[src/pdm_defines.svh]
// Purpose: Offsets, field positions, reset values and counts of the power-down control.
// Assumes: A 32-bit classic Wishbone slave decodes byte addresses on word boundaries.
// Notes:   Definitions only; included by bare name.
`ifndef PDM_DEFINES_SVH
`define PDM_DEFINES_SVH

// ************************************************************
// Register byte offsets.
// ************************************************************
`define PDM_OFS_RAM_STOP   8'h00
`define PDM_OFS_CLK_DIV    8'h04
`define PDM_OFS_STANDBY    8'h08
`define PDM_OFS_WAKE_EN    8'h0c
`define PDM_OFS_STATUS     8'h10

// ************************************************************
// Field layout and fixed bits.
// ************************************************************
`define PDM_RAM_FIXED_ONES 16'hff00
`define PDM_RAM_STOP_MASK  16'h0007
`define PDM_RAM_STOP_RST   3'h0
`define PDM_ISEL_LSB       0
`define PDM_PSEL_LSB       4
`define PDM_BSEL_LSB       8
`define PDM_STS_LSB        8
`define PDM_OPE_BIT        14
`define PDM_STANDBY_SELECT_BIT_BIT       15
`define PDM_STS_RST        5'h0f
`define PDM_WAKE_EN_RST    12'h000

// ************************************************************
// Oscillation settling counts in clock cycles.
// ************************************************************
`define PDM_SETTLE_64      20'h00040
`define PDM_SETTLE_512     20'h00200
`define PDM_SETTLE_1K      20'h00400
`define PDM_SETTLE_2K      20'h00800
`define PDM_SETTLE_4K      20'h01000
`define PDM_SETTLE_16K     20'h04000
`define PDM_SETTLE_32K     20'h08000
`define PDM_SETTLE_64K     20'h10000
`define PDM_SETTLE_128K    20'h20000
`define PDM_SETTLE_256K    20'h40000
`define PDM_SETTLE_512K    20'h80000

`endif

[src/pdm_pkg.sv]
// Purpose: Types shared by the power-down control.
// Assumes: Offsets and counts live in pdm_defines.svh.
// Notes:   Nothing here is imported; users write pdm_pkg::name.
package pdm_pkg;

    // Operating mode of the chip as seen by the power-down control.
    typedef enum logic [2:0] {
        ST_RUN,
        ST_SLEEP,
        ST_SW_STANDBY,
        ST_SETTLE,
        ST_HW_STANDBY
    } pdm_state_t;

    // Three clock select fields; larger values divide further.
    typedef struct packed {
        logic [2:0] external_bus_clock_select;
        logic [2:0] peripheral_clock_select;
        logic [2:0] system_clock_select;
    } clk_sel_t;

    // External wake sources sampled in software standby.
    typedef struct packed {
        logic        nmi;
        logic [11:0] irq;
    } wake_src_t;

endpackage : pdm_pkg

[src/power_down_mode_control.sv]
// Purpose: Sleep, software standby, hardware standby, multi-clock and RAM stop control.
// Assumes: All pins are synchronous to clk_i; CPU pulses sleep_exec_i for SLEEP.
// Notes:   Slower clocks are one-cycle enables from a single divider counter.
//
// Summary of operation
// RAM stop bits stop matching RAM block
// Software never stops RAM mid-access
// RAM register high byte ones, bits 7-3 zero
// Nonzero clock select enters multi-clock mode
// CPU, peripheral, bus clocks follow own fields
// Peripheral and bus clocks clamped to system
// All selects zero returns to normal mode
// SLEEP with select clear enters sleep
// SLEEP with select set enters standby
// Reset pin or watchdog cancels multi-clock
// Standby pin low enters hardware standby
// Sleep halts CPU, peripherals keep running
// Accepted interrupt ends sleep with exception
// Reset pin low ends sleep via reset
// Watchdog overflow reset ends sleep
// Standby stops CPU, peripherals, oscillator
// Output hold bit chooses bus float
// Watchdog mode refuses software standby
// NMI or enabled IRQ wakes after settling
// Masked or transfer-source IRQ never wakes
// Per-pin enable gates IRQ standby wake
// Reset pin in standby restarts oscillator
// Module stop acts at bus cycle end
//
// The implementer's own choices: the Wishbone interface to the registers and the register addresses.
`timescale 1ns/10ps
`default_nettype none
`include "pdm_defines.svh"

module power_down_mode_control #(
    parameter int SETTLE_SHIFT = 0  // Right shift of settling counts, for short simulations.
) (
    input  wire logic                clk_i,               // System clock, 100 MHz.
    input  wire logic                rst_i,               // Synchronous reset, active high.
    // Wishbone slave.
    input  wire logic                cyc_i,               // Bus cycle.
    input  wire logic                stb_i,               // Strobe.
    input  wire logic                we_i,                // Write enable.
    input  wire logic [7:0]          adr_i,               // Byte address.
    input  wire logic [3:0]          sel_i,               // Byte lane selects.
    input  wire logic [31:0]         dat_i,               // Write data.
    output logic      [31:0]         dat_o,               // Read data.
    output logic                     ack_o,               // Acknowledge.
    // CPU and pins.
    input  wire logic                sleep_exec_i,        // SLEEP executed, one-cycle pulse.
    input  wire logic                int_accept_i,        // Enabled, unmasked interrupt or NMI.
    input  wire logic                reset_pin_n_i,       // External reset pin, active low.
    input  wire logic                wdt_reset_i,         // Watchdog overflow reset.
    input  wire logic                watchdog_mode_i,     // Watchdog runs in watchdog mode.
    input  wire logic                hw_standby_pin_n_i,  // Hardware standby pin, active low.
    input  wire pdm_pkg::wake_src_t  wake_i,              // NMI and IRQ request levels.
    input  wire logic [11:0]         irq_cpu_masked_i,    // IRQ masked by the CPU.
    input  wire logic [11:0]         irq_dtc_source_i,    // IRQ assigned to the transfer controller.
    // Controls to the chip.
    output logic      [2:0]          ram_stop_o,          // RAM block stop: 2, 1, 0.
    output logic                     cpu_clk_en_o,        // CPU and bus master clock enable.
    output logic                     periph_clk_en_o,     // Peripheral clock enable.
    output logic                     bus_clk_en_o,        // External bus clock enable.
    output logic                     multi_clock_o,       // Multi-clock mode active.
    output logic                     osc_run_o,           // Oscillator running.
    output logic                     bus_float_o,         // Address and bus control float.
    output logic                     serial_reset_o,      // Serial interface held in reset.
    output logic                     chip_reset_o,        // Chip-wide reset.
    output logic                     wake_exception_o,    // Start interrupt exception, pulse.
    output pdm_pkg::pdm_state_t      state_o              // Current mode.
);

    // ************************************************************
    // Functions.
    // ************************************************************

    // Tick of a power-of-two divider taken from the shared counter.
    function automatic logic div_tick(input logic [6:0] cnt, input logic [2:0] sel);
        logic [6:0] mask;
        mask = 7'((8'h01 << sel) - 8'h01);
        return (cnt & mask) == 7'h00;
    endfunction : div_tick

    // The slower of two selects, so no clock exceeds the system clock.
    function automatic logic [2:0] clamp_sel(input logic [2:0] sys, input logic [2:0] req);
        return (req < sys) ? sys : req;
    endfunction : clamp_sel

    // Settling count for a settling-time code; reserved codes take the longest.
    function automatic logic [19:0] settle_count(input logic [4:0] sts);
        logic [19:0] c;
        c = `PDM_SETTLE_512K;
        unique case (sts)
            5'h05:   c = `PDM_SETTLE_64;
            5'h06:   c = `PDM_SETTLE_512;
            5'h07:   c = `PDM_SETTLE_1K;
            5'h08:   c = `PDM_SETTLE_2K;
            5'h09:   c = `PDM_SETTLE_4K;
            5'h0a:   c = `PDM_SETTLE_16K;
            5'h0b:   c = `PDM_SETTLE_32K;
            5'h0c:   c = `PDM_SETTLE_64K;
            5'h0d:   c = `PDM_SETTLE_128K;
            5'h0e:   c = `PDM_SETTLE_256K;
            default: c = `PDM_SETTLE_512K;
        endcase
        c = c >> SETTLE_SHIFT;
        return (c == 20'h00000) ? 20'h00001 : c;
    endfunction : settle_count

    // ************************************************************
    // Storage.
    // ************************************************************
    logic [2:0]          ram_stop_q;    // RAM stop bits.
    pdm_pkg::clk_sel_t   clk_sel_q;     // Clock select fields.
    logic                standby_select_bit_q;        // Standby select.
    logic                ope_q;         // Output hold in standby.
    logic [4:0]          sts_q;         // Settling time code.
    logic [11:0]         wake_en_q;     // Per-pin standby wake enable.
    logic                ack_q;         // Wishbone acknowledge.
    logic [31:0]         rdata_q;       // Registered read data.
    logic [6:0]          div_q;         // Shared divider counter.
    logic [19:0]         settle_q;      // Settling countdown.
    logic [19:0]         settle_d;      // Next settling countdown.
    logic                wake_q;        // Wake exception pulse.
    logic                wake_d;        // Next wake pulse.
    pdm_pkg::pdm_state_t state_q;       // Current mode.
    pdm_pkg::pdm_state_t state_d;       // Next mode.

    // ************************************************************
    // Decoding.
    // ************************************************************
    wire logic        chip_rst   = rst_i | ~reset_pin_n_i | wdt_reset_i;
    wire logic        bus_req    = cyc_i & stb_i & ~ack_q;
    wire logic        wr_en      = bus_req & we_i & sel_i[0];
    wire logic        wr_en_hi   = bus_req & we_i & sel_i[1];
    wire logic        hit_ram    = adr_i == `PDM_OFS_RAM_STOP;
    wire logic        hit_clk    = adr_i == `PDM_OFS_CLK_DIV;
    wire logic        hit_sby    = adr_i == `PDM_OFS_STANDBY;
    wire logic        hit_wake   = adr_i == `PDM_OFS_WAKE_EN;
    wire logic        hit_stat   = adr_i == `PDM_OFS_STATUS;
    wire logic        multi_clk  = clk_sel_q != 9'h000;
    wire logic [2:0]  isel       = clk_sel_q.system_clock_select;
    wire logic [2:0]  psel_eff   = clamp_sel(isel, clk_sel_q.peripheral_clock_select);
    wire logic [2:0]  bsel_eff   = clamp_sel(isel, clk_sel_q.external_bus_clock_select);
    wire logic [11:0] irq_wake   = wake_i.irq & wake_en_q & ~irq_cpu_masked_i
                                   & ~irq_dtc_source_i;
    wire logic        std_wake   = wake_i.nmi | (irq_wake != 12'h000);
    wire logic        in_hw_standby_pin_n    = (state_q == pdm_pkg::ST_SW_STANDBY)
                                   | (state_q == pdm_pkg::ST_SETTLE);
    wire logic [15:0] ram_rd     = `PDM_RAM_FIXED_ONES | {13'h0000, ram_stop_q};
    wire logic [15:0] clk_rd     = {5'h00, clk_sel_q.external_bus_clock_select, 1'b0,
                                    clk_sel_q.peripheral_clock_select, 1'b0, isel};
    wire logic [15:0] sby_rd     = {standby_select_bit_q, ope_q, 1'b0, sts_q, 8'h00};
    wire logic [15:0] stat_rd    = {11'h000, multi_clk, 1'b0, state_q};

    // Read multiplexer; unmapped addresses read as zero.
    wire logic [15:0] rd_mux = hit_ram  ? ram_rd :
                               hit_clk  ? clk_rd :
                               hit_sby  ? sby_rd :
                               hit_wake ? {4'h0, wake_en_q} :
                               hit_stat ? stat_rd : 16'h0000;

    // ************************************************************
    // Bus slave.
    // ************************************************************

    // One wait state: ack rises the cycle after the request and drops after one cycle.
    always_ff @(posedge clk_i)
    begin
        if (chip_rst)
        begin
            ack_q   <= 1'b0;
            rdata_q <= 32'h00000000;
        end
        else
        begin
            ack_q   <= bus_req;
            rdata_q <= {16'h0000, rd_mux};
        end
    end

    // Register writes land in the cycle the bus cycle ends, so modes change there.
    always_ff @(posedge clk_i)
    begin
        if (chip_rst)
        begin
            ram_stop_q <= `PDM_RAM_STOP_RST;
            clk_sel_q  <= '0;
            standby_select_bit_q     <= 1'b0;
            ope_q      <= 1'b0;
            sts_q      <= `PDM_STS_RST;
            wake_en_q  <= `PDM_WAKE_EN_RST;
        end
        else
        begin
            // Only the three stop bits are stored; the rest are fixed.
            if (wr_en && hit_ram)
            begin
                ram_stop_q <= dat_i[2:0];
            end
            // A nonzero write enters multi-clock mode, all zero leaves it.
            if (wr_en && hit_clk)
            begin
                clk_sel_q.system_clock_select     <= dat_i[`PDM_ISEL_LSB +: 3];
                clk_sel_q.peripheral_clock_select <= dat_i[`PDM_PSEL_LSB +: 3];
            end
            if (wr_en_hi && hit_clk)
            begin
                clk_sel_q.external_bus_clock_select <= dat_i[`PDM_BSEL_LSB +: 3];
            end
            // Standby controls sit in the upper byte.
            if (wr_en_hi && hit_sby)
            begin
                standby_select_bit_q <= dat_i[`PDM_STANDBY_SELECT_BIT_BIT];
                ope_q  <= dat_i[`PDM_OPE_BIT];
                sts_q  <= dat_i[`PDM_STS_LSB +: 5];
            end
            if (wr_en && hit_wake)
            begin
                wake_en_q[7:0] <= dat_i[7:0];
            end
            if (wr_en_hi && hit_wake)
            begin
                wake_en_q[11:8] <= dat_i[11:8];
            end
        end
    end

    // ************************************************************
    // Clock enables.
    // ************************************************************

    // Free-running divider; stopped while the oscillator is stopped.
    always_ff @(posedge clk_i)
    begin
        if (chip_rst)
        begin
            div_q <= 7'h00;
        end
        else if (osc_run_o)
        begin
            div_q <= div_q + 7'h01;
        end
    end

    // CPU runs only in run mode; peripherals also run in sleep.
    assign cpu_clk_en_o    = (state_q == pdm_pkg::ST_RUN) & div_tick(div_q, isel);
    assign periph_clk_en_o = ((state_q == pdm_pkg::ST_RUN) | (state_q == pdm_pkg::ST_SLEEP))
                             & div_tick(div_q, psel_eff);
    assign bus_clk_en_o    = ((state_q == pdm_pkg::ST_RUN) | (state_q == pdm_pkg::ST_SLEEP))
                             & div_tick(div_q, bsel_eff);

    // ************************************************************
    // Mode sequencer.
    // ************************************************************

    // Next mode from the current mode, SLEEP and wake events.
    always_comb
    begin
        state_d  = state_q;
        settle_d = settle_q;
        wake_d   = 1'b0;
        unique case (state_q)
            pdm_pkg::ST_RUN:
            begin
                // Standby is refused while the watchdog guards the system.
                if (sleep_exec_i && !standby_select_bit_q)
                begin
                    state_d = pdm_pkg::ST_SLEEP;
                end
                else if (sleep_exec_i && standby_select_bit_q && !watchdog_mode_i)
                begin
                    state_d = pdm_pkg::ST_SW_STANDBY;
                end
            end
            pdm_pkg::ST_SLEEP:
            begin
                // The select fields were never touched, so multi-clock resumes.
                if (int_accept_i)
                begin
                    state_d = pdm_pkg::ST_RUN;
                    wake_d  = 1'b1;
                end
            end
            pdm_pkg::ST_SW_STANDBY:
            begin
                if (std_wake)
                begin
                    state_d  = pdm_pkg::ST_SETTLE;
                    settle_d = settle_count(sts_q);
                end
            end
            pdm_pkg::ST_SETTLE:
            begin
                // Oscillator runs but clocks are held off until it settles.
                if (settle_q <= 20'h00001)
                begin
                    state_d = pdm_pkg::ST_RUN;
                    wake_d  = 1'b1;
                end
                else
                begin
                    settle_d = settle_q - 20'h00001;
                end
            end
            pdm_pkg::ST_HW_STANDBY:
            begin
                // Leaving passes through reset, held by the reset pin outside.
                state_d = pdm_pkg::ST_RUN;
            end
            default:
            begin
                state_d = pdm_pkg::ST_RUN;
            end
        endcase
    end

    // Reset and the standby pin override every mode.
    always_ff @(posedge clk_i)
    begin
        if (!hw_standby_pin_n_i)
        begin
            state_q  <= pdm_pkg::ST_HW_STANDBY;
            settle_q <= 20'h00000;
            wake_q   <= 1'b0;
        end
        else if (chip_rst)
        begin
            state_q  <= pdm_pkg::ST_RUN;
            settle_q <= 20'h00000;
            wake_q   <= 1'b0;
        end
        else
        begin
            state_q  <= state_d;
            settle_q <= settle_d;
            wake_q   <= wake_d;
        end
    end

    // ************************************************************
    // Outputs.
    // ************************************************************
    assign state_o          = state_q;
    assign ram_stop_o       = ram_stop_q;
    assign multi_clock_o    = multi_clk;
    assign chip_reset_o     = chip_rst | (state_q == pdm_pkg::ST_HW_STANDBY);
    assign wake_exception_o = wake_q;
    // A reset pin low restarts the oscillator at once, even from standby.
    assign osc_run_o        = chip_rst | ((state_q != pdm_pkg::ST_SW_STANDBY)
                              & (state_q != pdm_pkg::ST_HW_STANDBY));
    assign bus_float_o      = (in_hw_standby_pin_n & ~ope_q) | (state_q == pdm_pkg::ST_HW_STANDBY);
    assign serial_reset_o   = in_hw_standby_pin_n;
    assign dat_o            = rdata_q;
    assign ack_o            = ack_q;
endmodule : power_down_mode_control
`default_nettype wire

[config.mk]
export PLATFORM = sky130hd
export DESIGN_NAME = power_down_mode_control
export DESIGN_NICKNAME = d
export VERILOG_FILES = /design/src/pdm_pkg.sv /design/src/power_down_mode_control.sv
export VERILOG_INCLUDE_DIRS = /design/src
export SDC_FILE = /design/constraint.sdc
export NUM_CORES = 1
export LEC_CHECK = 0
export ABC_AREA = 1
export BUFFER_PORTS_ARGS = -buffer_cell sky130_fd_sc_hd__buf_4
export CAP_MARGIN = 20
export CORE_UTILIZATION = 50
export DETAILED_ROUTE_END_ITERATION = 6
export PLACE_DENSITY = 0.76
export SLEW_MARGIN = 20
export SYNTH_ARGS = -nofsm -noshare
export SYNTH_HDL_FRONTEND = slang
export SYNTH_SLANG_ARGS = --single-unit
export TNS_END_PERCENT = 30
[constraint.sdc]
create_clock -name clk_i -period 4.6 [get_ports clk_i]
set_input_delay 0.69 -clock clk_i [delete_from_list [all_inputs] [get_ports clk_i]]
set_output_delay 0.69 -clock clk_i [all_outputs]
set_load 0.005 [all_outputs]
==> metrics.txt <==
first-pass GRT wire length between 20000 and 25000 µm; top_reg_cell synth dfxtp_1; Period minus WS final 3990 ps; num rows 37; I/O pins between 100 and 150; CTS Hold Bufs 0; fillcell total 1026; Post-CTS Setup Repair Bufs 0; top-count cell post-synth nand2_1; mapped cell area roughly 0.0053 mm²; reg-to-reg endpoint settle_q[9]; Die ar. 0.0111 mm²; Worst Path Required 3910 ps; met2 track demand over resource 0.426; Setup Total Neg Slack 0 ps; Crit Path Class reg2out; DR WL/cell between 10 and 15 µm; Slew Viols, Final 0; antenna violations before repair 0; Total Routing Usage GR 0.258; placed cell area between 0.006 and 0.007 mm²; layout cells sized above 1 0.153; final wirelength 14200 µm; vias per std cell 5.22; Slew @ Worst Pin 931 ps; Logic pwr share 0.075; Worst path most repeated cell nor2_1; Commonest cells post-synth nand2_1 (195), nor2_1 (150), nand3_1 (94); post-route ant nets 0; post-synthesis register bit count 90; ANT cells 0; Core Footprint 0.0103 mm²; Sw Share 0.259; Avg Inst Size Synth about 6.3 µm²; # nets final approximately 1000; Initial Utilization 0.517; Synthesis Warnings 0; met3 GRT Util 0.0383; Final Setup Violations 0; Crit Path Max Fanout 10; Hold WS 489 ps; final worst slack between 600 and 700 ps; vias in the first global route 5002; Synth area leader dfxtp_1; port bufs 104; Critical Path AT 3300 ps; min-delay worst type reg2reg; Skew-Pair Late Insertion Delay 360 ps; Pwr per Cell Area 222 mW/mm²; Die Wd 105 µm; GRT Residual Overflow 0; CTS Sinks 90; Starting DRT DRC Count 411; biggest cell delay along the critical path 490 ps; Max Clk Rate 250 MHz; chip height approximately 110 µm; Post-Layout Inst Area around 0.0063 mm²; Root Driver clkbuf_8; Place WS 1080 ps; Max-cap violations 0; Reg power frac 0.558; Residual DRC 0; Setup crit end bus_clk_en_o; Crit path max-delay family simple AND/OR/NAND/NOR gates; Final Hold Vio Count 0; H-tree Lvls 3; hold depth 2; Critical path origin isel[1]; worst rel slew slack 0.377; Post-synth ARST share 0; Cells after Synth 847; TritonCTS clock tree yes; period utilization 0.868; Crit path buffers/inverters 3; via count 5660; status finished, final reports clean; gpl congestion approximately 0.88; LEAKAGE 3.06 nW; CTS resizes 0; startpoint types flop; Setup Skew approximately 7.1 ps; Worst path slowest cell dfxtp_1; CTS Buffer Depth 2; reg2reg setup slack 2390 ps; critical-path cell list clkinv_1, ha_1, a21oi_1, nand2_1, nand2_1, o21ai_0, nor2_1, inv_1, ha_1, nor2_1, nor2_1, nand3_1, nor2_1, nand2_1, nor2_1, buf_4; Post-synth EDFFs 0; Pre-antenna DRT Iters 5; Crit Reg-Reg Startpoint state_o[1]; Final Util 0.612; Post-DP HPWL ~11000 µm; Clock Pin Slew Worst Setup and Hold Paths ~100 ps; share of the synthesized area in the top cell type 0.337; VDD IR max 0.144 mV; RSZ-0062 raised after global routing no; busiest grt layer met2; Area Growth Syn to Fin 18.3%; Critical Path End Type output pin; NetSw 0.000363 W; GRT met1 Usage 0.347; top post-synthesis cells by area dfxtp_1 (34%), nand2_1 (14%), nor2_1 (11%); CTS buffer count 9; Worst path depth 16; Internal slightly above 0.001 W; Yosys cell types 40; r2r worst-path depth 8; largest net degree at the start of global routing 35; Clk pwr share 0.367; register area share after synthesis 0.337
## cell families (layout without fill, tap and decap cells)
group           Yosys count  count (layout)  share of synthesized area
fa+ha+maj                12              12                     0.0281
buf+inv                 129             216                      0.108
other cells               1              16                   0.000702
xor+xnor                  6               6                    0.00984
flops                    90              90                      0.337
simple gates            488             488                      0.395
compound gates          121             121                      0.121
## metal layers
metal | wire [µm] | share of wire
met5 | 0 | 0
met4 | 282 | 0.020
met3 | 917 | 0.064
met2 | 6400 | 0.45
met1 | 6620 | 0.47
## worst min path at each step
stage | to | startpoint | slack [ps]
after floorplan | ope_q | ope_q | 440
after global placement | ope_q | ope_q | 480
after detailed placement | div_q[6] | div_q[6] | 480
after CTS | state_o[2] | hw_standby_pin_n_i | 490
after global routing | state_o[2] | hw_standby_pin_n_i | 490
final | ope_q | ope_q | 490
## power groups by stage
stage / clock network (W) / registers (W) / logic (W)
2_1_floorplan: 0 / 0.000800 / 0.0000490
3_3_place_gp: 0 / 0.000800 / 0.000103
3_5_place_dp: 0 / 0.000800 / 0.000105
4_1_cts: 0.000525 / 0.000782 / 0.000105
5_1_grt: 0.000556 / 0.000783 / 0.000116
6_report: 0.000515 / 0.000782 / 0.000105
## through the flow
| step | power (W) | std cells |
|---|---|---|
| after global placement | 0.000904 | 1069 |
| after detailed placement | 0.000905 | 1069 |
| after floorplan | 0.000849 | 862 |
| final | 0.00140 | 1085 |
| after CTS | 0.00141 | 1085 |
| after global routing | 0.00145 | 1085 |
## cell usage in the layout, fill, tap and decap left out, drive strengths merged
cell / n
a211oi: 5
a21oi: 47
a22oi: 2
a31oi: 5
and3: 2
buf: 105
clkbuf: 9
clkinv: 4
clkinvlp: 3
conb: 16
dfxtp: 90
ha: 12
inv: 95
nand2: 204
nand3: 96
nand3b: 1
nand4: 12
nor2: 156
nor3: 13
nor3b: 1
nor4: 2
o211ai: 3
o21ai: 56
o22ai: 2
o31ai: 1
or3: 1
xnor2: 3
xor2: 3
## worst reg2reg max path: stages, from the launching register on
cell and delay, ps:
dfxtp_1 430, inv_2 110, nor3_4 550, inv_1 490
nand2_1 200, o21ai_0 110, nand3_1 100, nand2_1 60
nor2_1 120
## area by class of cell
type,instances,area [µm²],area share
multi-input cells,643,3020,0.478
inverters,95,357,0.0564
repair buffers,105,788,0.125
flip-flops and latches,90,1800,0.285
well taps,136,170,0.0269
clock inverters,7,60.1,0.00951
clock buffers,9,124,0.0196
Power figures use the tool's default switching activity.
